<file path="config.mk">
export PLATFORM = sky130hd
export DESIGN_NAME = umisr_top
export DESIGN_NICKNAME = d
export VERILOG_FILES = /design/src/verilog/umisr_pkg.sv /design/src/verilog/umisr_top.sv
export SDC_FILE = /design/constraint.sdc
export NUM_CORES = 1
export LEC_CHECK = 0
export BUFFER_PORTS_ARGS = -buffer_cell sky130_fd_sc_hd__buf_2
export CELL_PAD_IN_SITES_DETAIL_PLACEMENT = 0
export CELL_PAD_IN_SITES_GLOBAL_PLACEMENT = 1
export CORE_MARGIN = 4
export CORE_UTILIZATION = 30
export CTS_CLUSTER_SIZE = 10
export DETAILED_ROUTE_END_ITERATION = 10
export PLACE_DENSITY = 0.56
export SLEW_MARGIN = 20
export SYNTH_ARGS = -nofsm -noshare
export SYNTH_HDL_FRONTEND = slang
export SYNTH_SLANG_ARGS = --single-unit
</file>
<file path="constraint.sdc">
create_clock -name ref_clk -period 5.6 [get_ports ref_clk]
set_input_delay 0.84 -clock ref_clk [delete_from_list [all_inputs] [get_ports ref_clk]]
set_output_delay 0.84 -clock ref_clk [all_outputs]
set_load 0.005 [all_outputs]
</file>
<file path="src/verilog/umisr_pkg.sv">
// Package with register map, field layout and reset values of the mode, interrupt and status block
//Contract
// - Optical enable inverts transmit data before modulator
// - Receive invert flips comparator output to receiver
// - Modulator invert flips modulated output
// - Filter takes 2-of-3 majority at 16x
// - Parity field: even, odd, space, mark, none
// - Modulation clock is PLL over 8*(div+8)
// - Duty field lowers duty 6.25% per step
// - Threshold code forwarded to comparator
// - Enable-set write sets mask bits written one
// - Enable-clear write clears mask bits written one
// - Mask view reads current enable bits
// - Shared bit layout for mask and status
// - Receive ready while unread character held
// - Transmit ready when holding register free, enabled
// - Overrun sticky until status clear
// - Framing error sticky until status clear
// - Parity error sticky until status clear
// - Transmitter idle only when fully empty, enabled
// - DMA end flags mirror channel signals
// - Status clear command clears error flags
// - Echo mode retransmits receive pin bits, or comparator bits with optics
// - Local loopback feeds transmitter to receiver
// - Remote loopback ties pin to pin
package umisr_pkg;
	localparam logic [7:0]  UMISR_OFS_CMD    = 8'h00;
	localparam logic [7:0]  UMISR_OFS_MODE   = 8'h04;
	localparam logic [7:0]  UMISR_OFS_IEN    = 8'h08;
	localparam logic [7:0]  UMISR_OFS_IDIS   = 8'h0C;
	localparam logic [7:0]  UMISR_OFS_IMASK  = 8'h10;
	localparam logic [7:0]  UMISR_OFS_STAT   = 8'h14;
	localparam logic [31:0] UMISR_MODE_RST   = 32'h0013_0000;
	localparam logic [31:0] UMISR_MODE_WMASK = 32'h771F_CE17;
	localparam logic [31:0] UMISR_IRQ_WMASK  = 32'h0000_1AFB;
	localparam int UMISR_B_CMD_CLR  = 8;
	localparam int UMISR_B_OPTICAL_ENABLE   = 0;
	localparam int UMISR_B_RXINV    = 1;
	localparam int UMISR_B_MDINV    = 2;
	localparam int UMISR_B_FILTER   = 4;
	localparam int UMISR_B_PAR      = 9;
	localparam int UMISR_B_CHANNEL_TEST_MODE   = 14;
	localparam int UMISR_B_CLKDIV   = 16;
	localparam int UMISR_B_DUTY     = 24;
	localparam int UMISR_B_CMPTH    = 28;
	localparam int UMISR_S_RX_CHAR_READY    = 0;
	localparam int UMISR_S_TX_HOLDING_FREE    = 1;
	localparam int UMISR_S_DMA_RX_END    = 3;
	localparam int UMISR_S_DMA_TX_END    = 4;
	localparam int UMISR_S_OVERRUN_FLAG     = 5;
	localparam int UMISR_S_FRAME    = 6;
	localparam int UMISR_S_PARITY_ERROR_FLAG     = 7;
	localparam int UMISR_S_TX_IDLE_FLAG  = 9;
	localparam int UMISR_S_DMA_TX_BUFFER_EMPTY   = 11;
	localparam int UMISR_S_DMA_RX_BUFFER_FULL   = 12;
	localparam logic [5:0] UMISR_DIV_BASE = 6'h08;
	localparam logic [3:0] UMISR_DUTY_FULL = 4'h8;
	typedef enum logic [2:0] {
		UMISR_PAR_EVEN,
		UMISR_PAR_ODD,
		UMISR_PAR_SPACE,
		UMISR_PAR_MARK,
		UMISR_PAR_NONE
	} umisr_par_type;
	typedef enum logic [1:0] {
		UMISR_CH_NORMAL,
		UMISR_CH_ECHO,
		UMISR_CH_LOCAL,
		UMISR_CH_REMOTE
	} umisr_channel_test_mode_type;
endpackage : umisr_pkg

</file>
<file path="src/verilog/umisr_top.sv">
// Mode, interrupt mask and status logic of a simple asynchronous serial port
module umisr_top
	import umisr_pkg::*;
(
	input  wire logic        ref_clk,
	input  wire logic        rst,
	input  wire logic [7:0]  reg_addr,
	input  wire logic [31:0] reg_wdata,
	input  wire logic        reg_wr,
	input  wire logic        reg_rd,
	output logic      [31:0] reg_rdata,
	input  wire logic        optical_pll_clock,
	input  wire logic        baud16_tick,
	input  wire logic        serial_in_pin,
	input  wire logic        comparator_out,
	output logic             serial_out_pin,
	input  wire logic        tx_serial_data,
	output logic             rx_serial_data,
	input  wire logic        rx_enabled,
	input  wire logic        tx_enabled,
	input  wire logic        rx_char_loaded,
	input  wire logic        rx_holding_read,
	input  wire logic        tx_holding_written,
	input  wire logic        tx_holding_moved,
	input  wire logic        tx_shifting,
	input  wire logic        overrun_event,
	input  wire logic        framing_event,
	input  wire logic        parity_event,
	input  wire logic        dma_rx_end,
	input  wire logic        dma_tx_end,
	input  wire logic        dma_tx_buffer_empty,
	input  wire logic        dma_rx_buffer_full,
	output logic      [2:0]  parity_type,
	output logic      [1:0]  channel_test_mode,
	output logic      [2:0]  comparator_threshold_code,
	output logic             optical_enable,
	output logic             irq
);
	import umisr_pkg::*;

	logic [31:0] mode_q;
	logic [31:0] mask_q;
	logic [31:0] stat_w;
	logic        rx_full_q;
	logic        tx_busy_q;
	logic        overrun_flag_q;
	logic        frame_q;
	logic        parity_error_flag_q;
	logic [1:0]  rin_s_q;
	logic [1:0]  cmp_s_q;
	logic [1:0]  pll_s_q;
	logic [2:0]  filt_q;
	logic        pll_d_q;
	logic [5:0]  pre_q;
	logic [2:0]  ph_q;
	logic        mod_clk;
	logic        rx_line;
	logic        rx_filt;
	logic        mod_out;
	logic        tx_drv;
	logic        clr_cmd;
	logic        wr_mode;
	logic        wr_ien;
	logic        wr_idis;
	logic        pll_rise;
	logic [5:0]  div_val;
	logic [3:0]  high_ph;
	logic [2:0]  ph_cnt;
	logic [1:0]  chm;

	assign wr_mode = reg_wr && reg_addr == UMISR_OFS_MODE;
	assign wr_ien  = reg_wr && reg_addr == UMISR_OFS_IEN;
	assign wr_idis = reg_wr && reg_addr == UMISR_OFS_IDIS;
	assign clr_cmd = reg_wr && reg_addr == UMISR_OFS_CMD && reg_wdata[UMISR_B_CMD_CLR];
	assign chm     = mode_q[UMISR_B_CHANNEL_TEST_MODE +: 2];

	always_ff @(posedge ref_clk or posedge rst) begin
		if (rst) begin
			mode_q <= UMISR_MODE_RST;
		end else if (wr_mode) begin
			mode_q <= reg_wdata & UMISR_MODE_WMASK;
		end
	end

	always_ff @(posedge ref_clk or posedge rst) begin
		if (rst) begin
			mask_q <= 32'h0000_0000;
		end else if (wr_ien) begin
			mask_q <= mask_q | (reg_wdata & UMISR_IRQ_WMASK);
		end else if (wr_idis) begin
			mask_q <= mask_q & ~reg_wdata;
		end
	end

	// Character flags; a new character wins over a read in the same cycle
	always_ff @(posedge ref_clk or posedge rst) begin
		if (rst) begin
			rx_full_q <= 1'b0;
		end else if (!rx_enabled) begin
			rx_full_q <= 1'b0;
		end else if (rx_char_loaded) begin
			rx_full_q <= 1'b1;
		end else if (rx_holding_read) begin
			rx_full_q <= 1'b0;
		end
	end

	always_ff @(posedge ref_clk or posedge rst) begin
		if (rst) begin
			tx_busy_q <= 1'b0;
		end else if (tx_holding_written) begin
			tx_busy_q <= 1'b1;
		end else if (tx_holding_moved) begin
			tx_busy_q <= 1'b0;
		end
	end

	// Error flags: set beats the clear command
	always_ff @(posedge ref_clk or posedge rst) begin
		if (rst) begin
			overrun_flag_q  <= 1'b0;
			frame_q <= 1'b0;
			parity_error_flag_q  <= 1'b0;
		end else begin
			overrun_flag_q  <= overrun_event | (overrun_flag_q & ~clr_cmd);
			frame_q <= framing_event | (frame_q & ~clr_cmd);
			parity_error_flag_q  <= parity_event | (parity_error_flag_q & ~clr_cmd);
		end
	end

	always_comb begin
		stat_w = 32'h0000_0000;
		stat_w[UMISR_S_RX_CHAR_READY]   = rx_full_q;
		stat_w[UMISR_S_TX_HOLDING_FREE]   = tx_enabled && !tx_busy_q;
		stat_w[UMISR_S_DMA_RX_END]   = dma_rx_end;
		stat_w[UMISR_S_DMA_TX_END]   = dma_tx_end;
		stat_w[UMISR_S_OVERRUN_FLAG]    = overrun_flag_q;
		stat_w[UMISR_S_FRAME]   = frame_q;
		stat_w[UMISR_S_PARITY_ERROR_FLAG]    = parity_error_flag_q;
		stat_w[UMISR_S_TX_IDLE_FLAG] = tx_enabled && !tx_busy_q && !tx_shifting;
		stat_w[UMISR_S_DMA_TX_BUFFER_EMPTY]  = dma_tx_buffer_empty;
		stat_w[UMISR_S_DMA_RX_BUFFER_FULL]  = dma_rx_buffer_full;
	end

	always_ff @(posedge ref_clk or posedge rst) begin
		if (rst) begin
			reg_rdata <= 32'h0000_0000;
		end else if (reg_rd) begin
			unique case (reg_addr)
				UMISR_OFS_MODE:  reg_rdata <= mode_q;
				UMISR_OFS_IMASK: reg_rdata <= mask_q;
				UMISR_OFS_STAT:  reg_rdata <= stat_w;
				default:         reg_rdata <= 32'h0000_0000;
			endcase
		end else begin
			reg_rdata <= 32'h0000_0000;
		end
	end

	always_ff @(posedge ref_clk or posedge rst) begin
		if (rst) begin
			irq <= 1'b0;
		end else begin
			irq <= |(stat_w & mask_q);
		end
	end

	// Pin synchronisers; first stages feed only second stages
	always_ff @(posedge ref_clk or posedge rst) begin
		if (rst) begin
			rin_s_q <= 2'b11;
			cmp_s_q <= 2'b11;
			pll_s_q <= 2'b00;
		end else begin
			rin_s_q <= {rin_s_q[0], serial_in_pin};
			cmp_s_q <= {cmp_s_q[0], comparator_out};
			pll_s_q <= {pll_s_q[0], optical_pll_clock};
		end
	end

	// Optical path selects comparator, optionally inverted
	assign rx_line = mode_q[UMISR_B_OPTICAL_ENABLE] ? (cmp_s_q[1] ^ mode_q[UMISR_B_RXINV]) : rin_s_q[1];

	always_ff @(posedge ref_clk or posedge rst) begin
		if (rst) begin
			filt_q <= 3'b111;
		end else if (baud16_tick) begin
			filt_q <= {filt_q[1:0], rx_line};
		end
	end

	assign rx_filt = mode_q[UMISR_B_FILTER] ?
		((filt_q[0] & filt_q[1]) | (filt_q[1] & filt_q[2]) | (filt_q[0] & filt_q[2])) : rx_line;

	always_ff @(posedge ref_clk or posedge rst) begin
		if (rst) begin
			rx_serial_data <= 1'b1;
		end else begin
			unique case (chm)
				UMISR_CH_LOCAL:  rx_serial_data <= tx_serial_data;
				UMISR_CH_REMOTE: rx_serial_data <= 1'b1;
				default:         rx_serial_data <= rx_filt;
			endcase
		end
	end

	// Modulation clock: PLL edges divided by (div+8), eight phases per period
	// The PLL clock is sampled, so it must be well below half of ref_clk
	assign pll_rise = pll_s_q[1] & ~pll_d_q;
	assign div_val  = UMISR_DIV_BASE + {1'b0, mode_q[UMISR_B_CLKDIV +: 5]};
	assign high_ph  = UMISR_DUTY_FULL - {1'b0, mode_q[UMISR_B_DUTY +: 3]};
	assign ph_cnt   = ph_q;

	always_ff @(posedge ref_clk or posedge rst) begin
		if (rst) begin
			pll_d_q <= 1'b0;
			pre_q   <= 6'h00;
			ph_q    <= 3'h0;
		end else begin
			pll_d_q <= pll_s_q[1];
			if (pll_rise) begin
				if (pre_q >= div_val - 6'h01) begin
					pre_q <= 6'h00;
					ph_q  <= ph_q + 3'h1;
				end else begin
					pre_q <= pre_q + 6'h01;
				end
			end
		end
	end

	// High for (8-duty) half phases; an odd count ends mid phase, rounded down for odd dividers
	assign mod_clk = (ph_cnt < high_ph[3:1]) ||
		(ph_cnt == high_ph[3:1] && high_ph[0] && pre_q < (div_val >> 1));

	// Data high modulates; data low is stuck at one, or at zero with modulator invert
	assign mod_out = ((tx_serial_data ^ mode_q[UMISR_B_OPTICAL_ENABLE]) ? 1'b1 : ~mod_clk) ^ mode_q[UMISR_B_MDINV];

	always_comb begin
		unique case (chm)
			UMISR_CH_ECHO:   tx_drv = rx_filt;
			UMISR_CH_LOCAL:  tx_drv = 1'b1;
			UMISR_CH_REMOTE: tx_drv = rin_s_q[1];
			default:         tx_drv = mode_q[UMISR_B_OPTICAL_ENABLE] ? mod_out : tx_serial_data;
		endcase
	end

	always_ff @(posedge ref_clk or posedge rst) begin
		if (rst) begin
			serial_out_pin            <= 1'b1;
			parity_type               <= UMISR_MODE_RST[UMISR_B_PAR +: 3];
			channel_test_mode         <= UMISR_MODE_RST[UMISR_B_CHANNEL_TEST_MODE +: 2];
			comparator_threshold_code <= UMISR_MODE_RST[UMISR_B_CMPTH +: 3];
			optical_enable            <= 1'b0;
		end else begin
			serial_out_pin            <= tx_drv;
			parity_type               <= mode_q[UMISR_B_PAR +: 3];
			channel_test_mode         <= chm;
			comparator_threshold_code <= mode_q[UMISR_B_CMPTH +: 3];
			optical_enable            <= mode_q[UMISR_B_OPTICAL_ENABLE];
		end
	end

	a_mask_set: assert property (@(posedge ref_clk) disable iff (rst)
		wr_ien |=> ((mask_q & $past(reg_wdata) & UMISR_IRQ_WMASK) == ($past(reg_wdata) & UMISR_IRQ_WMASK)))
		else $error("enable write did not set mask");
	a_mask_clear: assert property (@(posedge ref_clk) disable iff (rst)
		wr_idis |=> ((mask_q & $past(reg_wdata)) == 32'h0000_0000))
		else $error("disable write did not clear mask");
	a_mask_read: assert property (@(posedge ref_clk) disable iff (rst)
		reg_rd && reg_addr == UMISR_OFS_IMASK |=> reg_rdata == $past(mask_q))
		else $error("mask read wrong");
	a_overrun_flag_sticky: assert property (@(posedge ref_clk) disable iff (rst)
		overrun_flag_q && !clr_cmd |=> overrun_flag_q)
		else $error("overrun flag lost");
	a_err_clear: assert property (@(posedge ref_clk) disable iff (rst)
		clr_cmd && !parity_event && !framing_event |=> !parity_error_flag_q && !frame_q)
		else $error("clear command ignored");
	a_irq_out: assert property (@(posedge ref_clk) disable iff (rst)
		|(stat_w & mask_q) |=> irq)
		else $error("interrupt missing");
	a_rx_ready: assert property (@(posedge ref_clk) disable iff (rst)
		rx_enabled && rx_char_loaded |=> stat_w[UMISR_S_RX_CHAR_READY])
		else $error("receive ready missing");
	a_tx_empty: assert property (@(posedge ref_clk) disable iff (rst)
		!tx_enabled |-> !stat_w[UMISR_S_TX_IDLE_FLAG])
		else $error("idle flag while disabled");

	// Mode fields reach their outputs two cycles after the write; divider and duty fields are checked in mode_q one cycle after
	a_parity_field: assert property (@(posedge ref_clk) disable iff (rst)
		wr_mode |=> ##1 (parity_type == $past(reg_wdata[UMISR_B_PAR +: 3], 2)))
		else $error("parity field not forwarded");
	a_cmpth_field: assert property (@(posedge ref_clk) disable iff (rst)
		wr_mode |=> ##1 (comparator_threshold_code == $past(reg_wdata[UMISR_B_CMPTH +: 3], 2)))
		else $error("threshold code not forwarded");
	a_channel_test_mode_field: assert property (@(posedge ref_clk) disable iff (rst)
		wr_mode |=> ##1 (channel_test_mode == $past(reg_wdata[UMISR_B_CHANNEL_TEST_MODE +: 2], 2)))
		else $error("channel mode not forwarded");
	a_opt_flag: assert property (@(posedge ref_clk) disable iff (rst)
		wr_mode |=> ##1 (optical_enable == $past(reg_wdata[UMISR_B_OPTICAL_ENABLE], 2)))
		else $error("optical enable not forwarded");
	a_divider_field: assert property (@(posedge ref_clk) disable iff (rst)
		wr_mode |=> (mode_q[UMISR_B_CLKDIV +: 5] == $past(reg_wdata[UMISR_B_CLKDIV +: 5])))
		else $error("divider field not stored");
	a_duty_field: assert property (@(posedge ref_clk) disable iff (rst)
		wr_mode |=> (mode_q[UMISR_B_DUTY +: 3] == $past(reg_wdata[UMISR_B_DUTY +: 3])))
		else $error("duty field not stored");

	// Optical path in normal mode, and plain receive pin path without optics
	logic        opt_norm;
	assign opt_norm = mode_q[UMISR_B_OPTICAL_ENABLE] && chm == UMISR_CH_NORMAL;
	a_opt_stuck: assert property (@(posedge ref_clk) disable iff (rst)
		opt_norm && !mode_q[UMISR_B_MDINV] && !tx_serial_data |=> serial_out_pin)
		else $error("inverted idle data not stuck high");
	a_mod_invert: assert property (@(posedge ref_clk) disable iff (rst)
		opt_norm && mode_q[UMISR_B_MDINV] && !tx_serial_data |=> !serial_out_pin)
		else $error("modulator output not inverted");
	a_mod_follow: assert property (@(posedge ref_clk) disable iff (rst)
		opt_norm && !mode_q[UMISR_B_MDINV] && tx_serial_data |=> (serial_out_pin == !$past(mod_clk)))
		else $error("modulated output wrong");
	a_rx_invert: assert property (@(posedge ref_clk) disable iff (rst)
		opt_norm && !mode_q[UMISR_B_FILTER] |=> (rx_serial_data == ($past(cmp_s_q[1]) ^ $past(mode_q[UMISR_B_RXINV]))))
		else $error("comparator polarity wrong");
	a_rx_plain: assert property (@(posedge ref_clk) disable iff (rst)
		!mode_q[UMISR_B_OPTICAL_ENABLE] && !mode_q[UMISR_B_FILTER] && !chm[1] |=> (rx_serial_data == $past(rin_s_q[1])))
		else $error("receive pin not passed");

	// Receive filter
	a_filter_early: assert property (@(posedge ref_clk) disable iff (rst)
		mode_q[UMISR_B_FILTER] && (filt_q[0] == filt_q[1]) |-> (rx_filt == filt_q[0]))
		else $error("filter majority wrong");
	a_filter_late: assert property (@(posedge ref_clk) disable iff (rst)
		mode_q[UMISR_B_FILTER] && (filt_q[1] == filt_q[2]) |-> (rx_filt == filt_q[1]))
		else $error("filter majority wrong");
	a_filter_hold: assert property (@(posedge ref_clk) disable iff (rst)
		!baud16_tick |=> $stable(filt_q))
		else $error("filter sampled off tick");

	// Modulation clock divider and duty
	a_phase_step: assert property (@(posedge ref_clk) disable iff (rst)
		pll_rise && pre_q == div_val - 6'h01 |=> (ph_q == $past(ph_q) + 3'h1) && (pre_q == 6'h00))
		else $error("phase did not advance");
	a_prescale_step: assert property (@(posedge ref_clk) disable iff (rst)
		pll_rise && pre_q < div_val - 6'h01 |=> (pre_q == $past(pre_q) + 6'h01) && $stable(ph_q))
		else $error("prescaler did not count");
	a_prescale_idle: assert property (@(posedge ref_clk) disable iff (rst)
		!pll_rise |=> $stable(pre_q) && $stable(ph_q))
		else $error("divider moved without edge");
	a_duty_low: assert property (@(posedge ref_clk) disable iff (rst)
		ph_q[2] |-> !mod_clk)
		else $error("modulation clock high past half");
	a_duty_half: assert property (@(posedge ref_clk) disable iff (rst)
		mode_q[UMISR_B_DUTY +: 3] == 3'h0 && !ph_q[2] |-> mod_clk)
		else $error("half duty not high");

	// Channel test modes
	a_echo_path: assert property (@(posedge ref_clk) disable iff (rst)
		chm == UMISR_CH_ECHO |=> (serial_out_pin == $past(rx_filt)))
		else $error("echo not retransmitted");
	a_local_loop: assert property (@(posedge ref_clk) disable iff (rst)
		chm == UMISR_CH_LOCAL |=> serial_out_pin && (rx_serial_data == $past(tx_serial_data)))
		else $error("local loopback wrong");
	a_remote_loop: assert property (@(posedge ref_clk) disable iff (rst)
		chm == UMISR_CH_REMOTE |=> rx_serial_data && (serial_out_pin == $past(rin_s_q[1])))
		else $error("remote loopback wrong");

	// Mask, flags and read port
	a_mask_keep: assert property (@(posedge ref_clk) disable iff (rst)
		wr_ien |=> ((mask_q & ~$past(reg_wdata)) == ($past(mask_q) & ~$past(reg_wdata))))
		else $error("enable write touched zero bits");
	a_mask_spare: assert property (@(posedge ref_clk) disable iff (rst)
		wr_idis |=> ((mask_q & ~$past(reg_wdata)) == ($past(mask_q) & ~$past(reg_wdata))))
		else $error("disable write touched zero bits");
	a_read_idle: assert property (@(posedge ref_clk) disable iff (rst)
		!reg_rd |=> (reg_rdata == 32'h0000_0000))
		else $error("read data outside read cycle");
	a_overrun_set: assert property (@(posedge ref_clk) disable iff (rst)
		overrun_event |=> overrun_flag_q)
		else $error("overrun not flagged");
	a_frame_sticky: assert property (@(posedge ref_clk) disable iff (rst)
		frame_q && !clr_cmd |=> frame_q)
		else $error("framing flag lost");
	a_parity_sticky: assert property (@(posedge ref_clk) disable iff (rst)
		parity_error_flag_q && !clr_cmd |=> parity_error_flag_q)
		else $error("parity flag lost");
	a_overrun_flag_clear: assert property (@(posedge ref_clk) disable iff (rst)
		clr_cmd && !overrun_event |=> !overrun_flag_q)
		else $error("overrun not cleared");
	a_rx_cleared: assert property (@(posedge ref_clk) disable iff (rst)
		rx_holding_read && !rx_char_loaded |=> !stat_w[UMISR_S_RX_CHAR_READY])
		else $error("receive ready after read");
	a_tx_pending: assert property (@(posedge ref_clk) disable iff (rst)
		tx_holding_written |=> !stat_w[UMISR_S_TX_HOLDING_FREE])
		else $error("transmit ready while pending");
	a_irq_quiet: assert property (@(posedge ref_clk) disable iff (rst)
		!(|(stat_w & mask_q)) |=> !irq)
		else $error("interrupt without source");
endmodule : umisr_top

</file>
Word level (Yosys, flattened, before mapping). Cells that the tools add are included.

Bits in registers: 120. Output and inout bits: 44. Input port bits: 63.

Reduce and logical (&&, ||, !) cells: 17. Eq/ne operators: 10. Add/sub/neg operators: 5. Order comparisons: 3. Mux-type cells: 16. Bitwise gates (word level): 22.

Operator list (count): two-way mux 32 bit (3); one-hot mux 32 bit (3 select lines) (1); AND 13 x 32 -> 32 bit (1); AND 32 bit (1); inverter 32 bit (1); bitwise OR 32 x 13 -> 32 bit (1); OR reduction 32 bit (1); equality test 8 x 4 -> 1 bit (second input constant) (2); equality test 8 x 5 -> 1 bit (second input constant) (2); logical AND 1 bit (9); two-way mux 1 bit (9); equality test 8 x 3 -> 1 bit (second input constant) (1); zero test 8 bit (1); AND 1 bit (7); adder 4 x 5 -> 6 bit (first input constant) (1); adder 6 x 1 -> 6 bit (second input constant) (1); >= comparator 6 bit (1); < comparator 6 x 5 -> 1 bit (1); two-way mux 6 bit (1); subtractor 6 x 1 -> 6 bit (second input constant) (1); bitwise OR 1 bit (5); equality test 2 bit (second input constant) (2); nonzero test 2 bit (2); subtractor 4 x 3 -> 4 bit (first input constant) (1); other kinds (12) (17).

Logic depth before layout (Yosys ltp). Gate-level depths: netlist of run 1.

Word-level depth: 10. Gate-level depth with buffers: 10.

Worst setup path after synthesis of run 1. OpenSTA, ideal clock, no wires.

Path kind: reg2reg. From: register mode_q[16]. To: register ph_q[1] (netlist: ph_cnt[1]). Period minus slack after synthesis: 2.455 ns. Buffers on the path: 0. Stages on the path, launching flop included: 10. Setup time: 0.125 ns. Setup slack: 3.145 ns. Data required time: 5.475 ns. Arrival time: 2.330 ns. Path through: dfstp_2 inv_1 ha_1 xnor2_1 ha_1 a21o_1 a31oi_1 o21ai_0 and2_0 mux2_2.

Cells in the longest elaborated chain, start to end: 4.

Ends and longest elaborated chain: start: declaration (line umisr_top.sv:41) `logic [31:0] mode_q;`; start signal: assignment (line umisr_top.sv:81) `mode_q <= reg_wdata & UMISR_MODE_WMASK;`; adder 4 x 5 -> 6 bit (line umisr_top.sv:210) `assign div_val = UMISR_DIV_BASE + {1'b0, mode_q[UMISR_B_CLKDIV +: 5]};`; subtractor 6 x 1 -> 6 bit (line umisr_top.sv:222) `if (pre_q >= div_val - 6'h01) begin`; >= comparator 6 bit (line umisr_top.sv:222); AND reduction 2 bit (no line); end signal: assignment (line umisr_top.sv:224) `ph_q <= ph_q + 3'h1;`; end: declaration (line umisr_top.sv:55) `logic [2:0] ph_q;`.

No other way between the ends. A chain may end at the register's enable or synchronous reset.

Worst setup path in the final report of run 1. Ends and elaborated chain as after synthesis.

==> results.rst, run 1 <==
.. list-table::
   :header-rows: 1

   * - Metric
     - Value
   * - Result of the run
     - finished clean
   * - Post-synthesis instance area
     - 5170 sq um
   * - Die ar.
     - 19400 sq um
   * - Worst slew slack as a fraction of its limit
     - 40.0%
   * - Vias
     - 3441
   * - Number of slew-limit violations in the final report
     - 0
   * - Total congestion overflow after global routing
     - 0
   * - Number of cells on the worst hold path
     - 0
   * - Bufs on Longest Clock Path
     - 2
   * - Total Nets Final
     - 586
   * - Max cap viols
     - 0
   * - Final worst path period need
     - 2.88 ns
   * - Fraction of synthesis flops using an asynchronous set or reset pin
     - 100%
   * - Detail-routed via count per cell
     - 4.67
   * - WP data arrival
     - 3.17 ns
   * - Global-route wire length before repair
     - 20.2 mm
   * - Clock tree from TritonCTS
     - built
   * - Routed Wire Length
     - 12.3 mm
   * - Average size of a mapped cell
     - 13.2 sq um
   * - Clock transition at the registers of the reported paths
     - 0.05 ns
   * - Ant. Diodes
     - 0
   * - Logic depth of the worst path, buffers included
     - 9
   * - Leading cell types by total area after synthesis
     - dfrtp_1 (52%), dfstp_2 (6.1%), mux2_4 (5.8%)
   * - DP Cell Count
     - 705
   * - Number of buffers inserted to repair setup after CTS
     - 0
   * - Post-route non-filler standard cell count
     - 737
   * - Largest stage delay on the critical path
     - 0.60 ns
   * - Number of antenna violations at the first check in global routing
     - 2
   * - Final setup viols
     - 0
   * - Worst skew pair latency
     - 0.41 ns
   * - Part of the Yosys area used for sequential elements
     - 58.4%
   * - Family with the most delay on the worst path
     - compound AO/OA/AOI/OAI gates
   * - Number of warnings printed during yosys synthesis
     - 0
   * - Worst-path fanout max
     - 7
   * - Total leakage power
     - 3.17 nW
   * - Worst reg-to-reg path cell count
     - 9
   * - Number of CTS-inserted buffers
     - 17
   * - Number of sinks handled by clock tree synthesis
     - 120
   * - Worst-case vdd ir drop
     - 0.000248 V
   * - Number of distinct standard cells referenced by the synthesized netlist
     - 53
   * - Final count of hold timing violations
     - 0
   * - Post-route clock skew
     - 0.00844 ns
   * - Die Width
     - 139 um
   * - Initial drt markers
     - 109
   * - Row Count
     - 47
   * - Startpoint type of the worst setup path
     - flip-flop
   * - Routed wire per std cell
     - 16.7 um
   * - Category of the most critical setup path
     - flip-flop to flip-flop
   * - GRT Resource Usage Total
     - 13.3%
   * - Detailed placer's ending HPWL
     - 8.56 mm
   * - Slowest stage cell on the critical path
     - o21ai_0
   * - Transition time at the pin with the least slew margin
     - 0.900 ns
   * - Number of port buffers
     - 106
   * - Predominant post-synthesis flop cell
     - dfrtp_1
   * - Final total negative setup slack
     - 0 ns
   * - Proportion of layout cells with a drive suffix above 1
     - 40.2%
   * - Fraction of synthesized cell area taken by the top area cell type
     - 52.3%
   * - I/O Pins
     - 107
   * - # H-tree levels
     - 4
   * - Total power
     - 2.35 mW
   * - CP Cell Sequence
     - inv_1 > ha_1 > xnor2_1 > ha_1 > a21o_1 > a31oi_1 > o21ai_0 > and2_0 > mux2_2
   * - Vias in the first global route
     - 3769
   * - Biggest area consumer among synthesized cells
     - dfrtp_1
   * - Worst endpoint required time
     - 5.89 ns
   * - Length of the first detailed-routing pass in iterations
     - 4
   * - Upper clock frequency limit
     - 0.348 GHz
   * - RePlAce Congestion
     - 0.760
   * - DRC violation count after routing
     - 0
   * - Commonest cells in the netlist
     - dfrtp_1 (108), a21boi_0 (22), mux2_4 (20), nor2_1 (20), ha_1 (19)
   * - Post-CTS Hold Fix Bufs
     - 0
   * - Unrepaired setup endpoints after global routing
     - false
   * - Flop and latch count out of synthesis
     - 120
   * - Buf/Inv on CP
     - 1
   * - Pin count of the biggest net entering global routing
     - 64
   * - Y dimension of the die
     - 139 um
   * - Post-route ant nets
     - 0
   * - Post-synthesis instance total
     - 392
   * - Post-cts resize count
     - 0
   * - Count of flip-flops with a built-in enable after synthesis
     - 0
   * - Core area
     - 16800 sq um
   * - Setup WS pre-CTS
     - 2.33 ns
   * - Effective utilization at floorplan
     - 30.8%
   * - Worst hold-check slack
     - 0.357 ns
   * - Critical path endpoint category
     - flip-flop
   * - Pwr dens
     - 362 nW/um^2
   * - Area growth from synthesis to layout
     - 25.5%
   * - Final WS setup
     - 2.72 ns
   * - Mapped Nets
     - 474
   * - Dominant cell type by count on the critical path
     - ha_1
   * - Clock Root Buffer
     - clkbuf_16
   * - Cell with the most instances after synthesis
     - dfrtp_1
   * - Hold Crit Class
     - flip-flop to flip-flop
   * - Tcrit/Tclk final
     - 51.4%
-- cell type report --
| cell class | instances | area [sq um] |
|---|---|---|
| multi-input cells | 244 | 1970 |
| fillers | 1662 | 10300 |
| well taps | 220 | 275 |
| repair buffers | 108 | 546 |
| clock buffers | 19 | 453 |
| flip-flops and latches | 120 | 3020 |
| clock inverters | 13 | 168 |
| inverters | 13 | 51.3 |
-- per-stage QoR --
| step | utilization (%) | cell area, sq um |
|---|---|---|
| after global placement | 35.0 | 5860 |
| after floorplan | - | 5170 |
| after global routing | 38.7 | 6480 |
| final | 38.7 | 6480 |
| after detailed placement | 35.0 | 5860 |
| after CTS | 38.7 | 6480 |
-- worst paths after layout --
kind | start | to | slack [ns]
max | mode_q[16]$_DFFE_PP1P_ | ph_cnt[1]$_DFFE_PP0P_ | 2.72
min | rin_s_q[0]$_DFF_PP1_ | rin_s_q[1]$_DFF_PP1_ | 0.36
max reg2reg | mode_q[16]$_DFFE_PP1P_ | ph_cnt[1]$_DFFE_PP0P_ | 2.72
min reg2reg | rin_s_q[0]$_DFF_PP1_ | rin_s_q[1]$_DFF_PP1_ | 0.36
max in group asynchronous | rst | mode_q[0]$_DFFE_PP0P_ | 3.74
min in group asynchronous | rst | asynchronous set/reset pin | 0.58
-- worst reg2reg max path: stages (launching register included) --
cell and delay, ns:
dfstp_2 0.56, inv_1 0.07, ha_1 0.23, xnor2_1 0.13, ha_1 0.30, a21o_1 0.11
a31oi_1 0.04, o21ai_0 0.60, and2_0 0.36, mux2_2 0.37
-- cell families after synthesis --
group | share of synthesized area [%]
and+or+nand+nor | 9.54
DFF | 58.4
buffers and inverters | 3.41
AOI/OAI and AO/OA | 13.8
adders and majority gates | 4.60
xor gates and xnor gates | 1.52
muxes | 8.71
-- state kept, by name, summed over array words and instances, names as in the netlist, named ones only --
signal / flops
filt_q: 3
parity_error_flag_q: 1
comparator_threshold_code: 3
cmp_s_q: 2
reg_rdata: 32
tx_busy_q: 1
pll_d_q: 1
mask_q: 22
channel_test_mode: 2
pll_s_q: 2
rx_serial_data: 1
ph_cnt: 3
serial_out_pin: 1
overrun_flag_q: 1
pre_q: 6
rin_s_q: 2
frame_q: 1
mode_q: 20
irq: 1
optical_enable: 1
parity_type: 3
rx_full_q: 1
-- power by group --
| group | internal, mW | leakage [nW] | total (mW) | switching (mW) |
|---|---|---|---|---|
| clock | 0.728 | 0.300 | 1.14 | 0.408 |
| combinational | 0.114 | 1.29 | 0.233 | 0.119 |
| sequential | 0.924 | 1.59 | 0.977 | 0.0524 |
| total | 1.77 | 3.17 | 2.35 | 0.580 |
-- placed cells by master, fill, tap and decap left out, types with 4 or more instances in the layout --
cell type,count
xnor2_1,5
mux2_4,20
a21oi_1,14
a31oi_1,12
mux2_2,8
clkbuf_16,17
buf_2,106
dfstp_2,12
o21ai_0,8
nor2_1,20
a22oi_1,12
a21o_1,8
a21boi_0,22
ha_1,19
mux2i_1,6
a22oi_2,10
nand2_1,10
nor3_1,4
nor2b_1,5
and2_1,9
nor2_2,10
nand3_1,5
inv_1,12
xor2_1,4
nand2b_1,5
dfrtp_1,108
-- layer usage --
metal | vias up | wire length [um] | track usage, %
li1 | 1626 | - | -
met1 | 1698 | 5860 | 17.7
met2 | 96 | 5500 | 19.9
met3 | 17 | 801 | 5.32
met4 | 4 | 128 | 4.02
met5 | - | 21 | 0
(Power assumes the default switching activity.)
==> run 2: changes to the inputs <==
clock period = 2.7 ns   (was 5.6 ns; I/O delays follow)
==> run 2 against run 1 <==
Total power increased by 100%; worst hold slack got worse by 0.27 ns; sequential power increased by 110%; first-iteration DRC count increased by 62%; clock power increased by 94%; global-route usage decreased by 0.29 points; critical path depth unchanged; register-to-register slack got worse by 2.4 ns; cell area increased by 0.46%; non-clock buffer count increased by 7; setup slack got worse by 2.4 ns; die area unchanged; largest cell class unchanged.
==> results.rst, run 2 (synthesis results as in run 1) <==
.. list-table::
   :header-rows: 1

   * - Metric
     - Value
   * - Result of the run
     - finished clean (unchanged)
   * - Pin count of the biggest net entering global routing
     - 121 (was 64)
   * - DRC violation count after routing
     - 0 (unchanged)
   * - Row Count
     - 47 (unchanged)
   * - Global-route wire length before repair
     - 20.0 mm (was 20.2 mm)
   * - Reg area
     - 3020 sq um (unchanged)
   * - Category of the most critical setup path
     - flip-flop to flip-flop (unchanged)
   * - Number of antenna violations at the first check in global routing
     - 1 (was 2)
   * - GRT Resource Usage Total
     - 13.0% (was 13.3%)
   * - Length of the first detailed-routing pass in iterations
     - 4 (unchanged)
   * - Total leakage power
     - 3.19 nW (was 3.17 nW)
   * - Unrepaired setup endpoints after global routing
     - false (unchanged)
   * - Fill cell total of the finished layout
     - 1627 (was 1662)
   * - Final Core Density
     - 38.9% (was 38.7%)
   * - Y dimension of the die
     - 139 um (unchanged)
   * - Pwr dens
     - 727 nW/um^2 (was 362 nW/um^2)
   * - Number of CTS-inserted buffers
     - 17 (unchanged)
   * - Detail-routed via count per cell
     - 4.62 (was 4.67)
   * - RePlAce Congestion
     - 0.701 (was 0.760)
   * - Vias
     - 3437 (was 3441)
   * - Post-cts resize count
     - 0 (unchanged)
   * - Initial drt markers
     - 177 (was 109)
   * - Final WS setup
     - 0.320 ns (was 2.72 ns)
   * - # H-tree levels
     - 4 (unchanged)
   * - Proportion of layout cells with a drive suffix above 1
     - 40.8% (was 40.2%)
   * - Critical path endpoint category
     - flip-flop (unchanged)
   * - Worst setup slack for register-to-register paths
     - 0.32 ns (was 2.72 ns)
   * - I/O Pins
     - 107 (unchanged)
   * - Tcrit/Tclk final
     - 88.1% (was 51.4%)
   * - Final count of hold timing violations
     - 0 (unchanged)
   * - Upper clock frequency limit
     - 0.420 GHz (was 0.348 GHz)
   * - Worst endpoint required time
     - 3.00 ns (was 5.89 ns)
   * - Die Width
     - 139 um (unchanged)
   * - Clock Root Buffer
     - clkbuf_16 (unchanged)
   * - Cell area reported after detailed placement
     - 5930 sq um (was 5860 sq um)
   * - Finished layout cell area
     - 6520 sq um (was 6480 sq um)
   * - Dominant cell type by count on the critical path
     - ha_1 (unchanged)
   * - Post-route clock skew
     - 0.00786 ns (was 0.00844 ns)
   * - Number of slew-limit violations in the final report
     - 0 (unchanged)
   * - Detailed placer's ending HPWL
     - 8.23 mm (was 8.56 mm)
   * - Largest register FFs
     - 32 (unchanged)
   * - Startpoint type of the worst setup path
     - flip-flop (unchanged)
   * - Max cap viols
     - 0 (unchanged)
   * - Vias in the first global route
     - 3677 (was 3769)
   * - Worst skew pair latency
     - 0.42 ns (was 0.41 ns)
   * - Final worst path period need
     - 2.38 ns (was 2.88 ns)
   * - Most used cells in the layout excluding fill and tap cells
     - dfrtp_1 (108), buf_2 (106), a21boi_0 (22), nor2_1 (20), mux2_4 (20) (unchanged)
   * - WP data arrival
     - 2.68 ns (was 3.17 ns)
   * - Post-route ant nets
     - 0 (unchanged)
   * - Hold Crit Class
     - primary input to flip-flop (was flip-flop to flip-flop)
   * - Total power
     - 4.74 mW (was 2.35 mW)
   * - Most common cell after layout, fill and taps aside
     - dfrtp_1 (unchanged)
   * - Clock tree from TritonCTS
     - built (unchanged)
   * - Largest regs
     - reg_rdata (32), mask_q (22), mode_q (20) (unchanged)
   * - Clock transition at the registers of the reported paths
     - 0.06 ns (was 0.05 ns)
   * - Largest register by flop count
     - reg_rdata (unchanged)
   * - Total congestion overflow after global routing
     - 0 (unchanged)
   * - Slowest stage cell on the critical path
     - dfstp_2 (was o21ai_0)
   * - Worst-case vdd ir drop
     - 0.000441 V (was 0.000248 V)
   * - Worst slew slack as a fraction of its limit
     - 57.8% (was 40.0%)
   * - CP Cell Sequence
     - inv_1 > ha_1 > xnor2_1 > ha_1 > a21o_1 > a31oi_1 > o21ai_0 > and2_0 > mux2_2 (unchanged)
   * - Setup WS pre-CTS
     - 0.306 ns (was 2.33 ns)
   * - Bufs on Longest Clock Path
     - 2 (unchanged)
   * - Number of buffers inserted to repair setup after CTS
     - 0 (unchanged)
   * - Number of port buffers
     - 106 (unchanged)
   * - Post-CTS Hold Fix Bufs
     - 0 (unchanged)
   * - Area growth from synthesis to layout
     - 26.0% (was 25.5%)
   * - Core area
     - 16800 sq um (unchanged)
   * - Ant. Diodes
     - 0 (unchanged)
   * - Worst-path fanout max
     - 4 (was 7)
   * - Final setup viols
     - 0 (unchanged)
   * - Final total negative setup slack
     - 0 ns (unchanged)
   * - Total Nets Final
     - 593 (was 586)
   * - Largest stage delay on the critical path
     - 0.55 ns (was 0.60 ns)
   * - Combined area of the multi-input logic cells
     - 1970 sq um (unchanged)
   * - Effective utilization at floorplan
     - 30.8% (unchanged)
   * - Routed wire per std cell
     - 16.3 um (was 16.7 um)
   * - Routed Wire Length
     - 12.1 mm (was 12.3 mm)
   * - Number of sinks handled by clock tree synthesis
     - 120 (unchanged)
   * - Transition time at the pin with the least slew margin
     - 0.633 ns (was 0.900 ns)
   * - Die ar.
     - 19400 sq um (unchanged)
-- run 2: metal layers --
layer  up-vias  part of all wire [%]  GRT usage (%)
met3        10                   6.6           5.01
met5         -                  0.11              0
met1      1684                    47           17.3
met4         2                  0.96           4.02
li1       1640                     -              -
met2       101                    46           19.6
-- run 2: worst max-delay path: cells and delay by family, from the launching register on --
family | cells | cell delay, ns
simple gates | 1 | 0.29
compound gates | 3 | 0.35
flops | 1 | 0.55
mux | 1 | 0.37
xor+xnor | 1 | 0.13
buf+inv | 1 | 0.06
fa+ha+maj | 2 | 0.51
-- run 2: per-stage QoR --
stage               hold WS (ns)  std cells
detailed placement         0.338        712
global placement           0.333        712
CTS                       0.0698        744
finish                    0.0899        744
floorplan                  0.331        392
global route              0.0665        744
-- run 2: cell type report --
cell class / count / share of cell area, %
well taps: 220 / 4.23
clock buffers: 21 / 7.22
clock inverters: 11 / 1.75
flip-flops and latches: 120 / 46.3
repair buffers: 115 / 9.37
multi-input cells: 244 / 30.3
inverters: 13 / 0.807
-- run 2: worst paths after layout --
kind | from | cells after the start | endpoint
setup / recovery | mode_q[16]$_DFFE_PP1P_ | 9 | ph_cnt[1]$_DFFE_PP0P_
hold / removal | comparator_out | 1 | cmp_s_q[0]$_DFF_PP1_
setup reg to reg | mode_q[16]$_DFFE_PP1P_ | 9 | ph_cnt[1]$_DFFE_PP0P_
hold reg to reg | pll_s_q[0]$_DFF_PP0_ | 0 | pll_s_q[1]$_DFF_PP0_
max in group asynchronous | rst | 3 | reg_rdata[16]$_DFF_PP0_
min in group asynchronous | rst | 3 | channel_test_mode[1]$_DFF_PP0_
-- run 2: power by group --
group	internal, mW	switching [mW]
Clock	1.35	0.857
Combinational	0.251	0.253
Sequential	1.92	0.104
Total	3.52	1.21
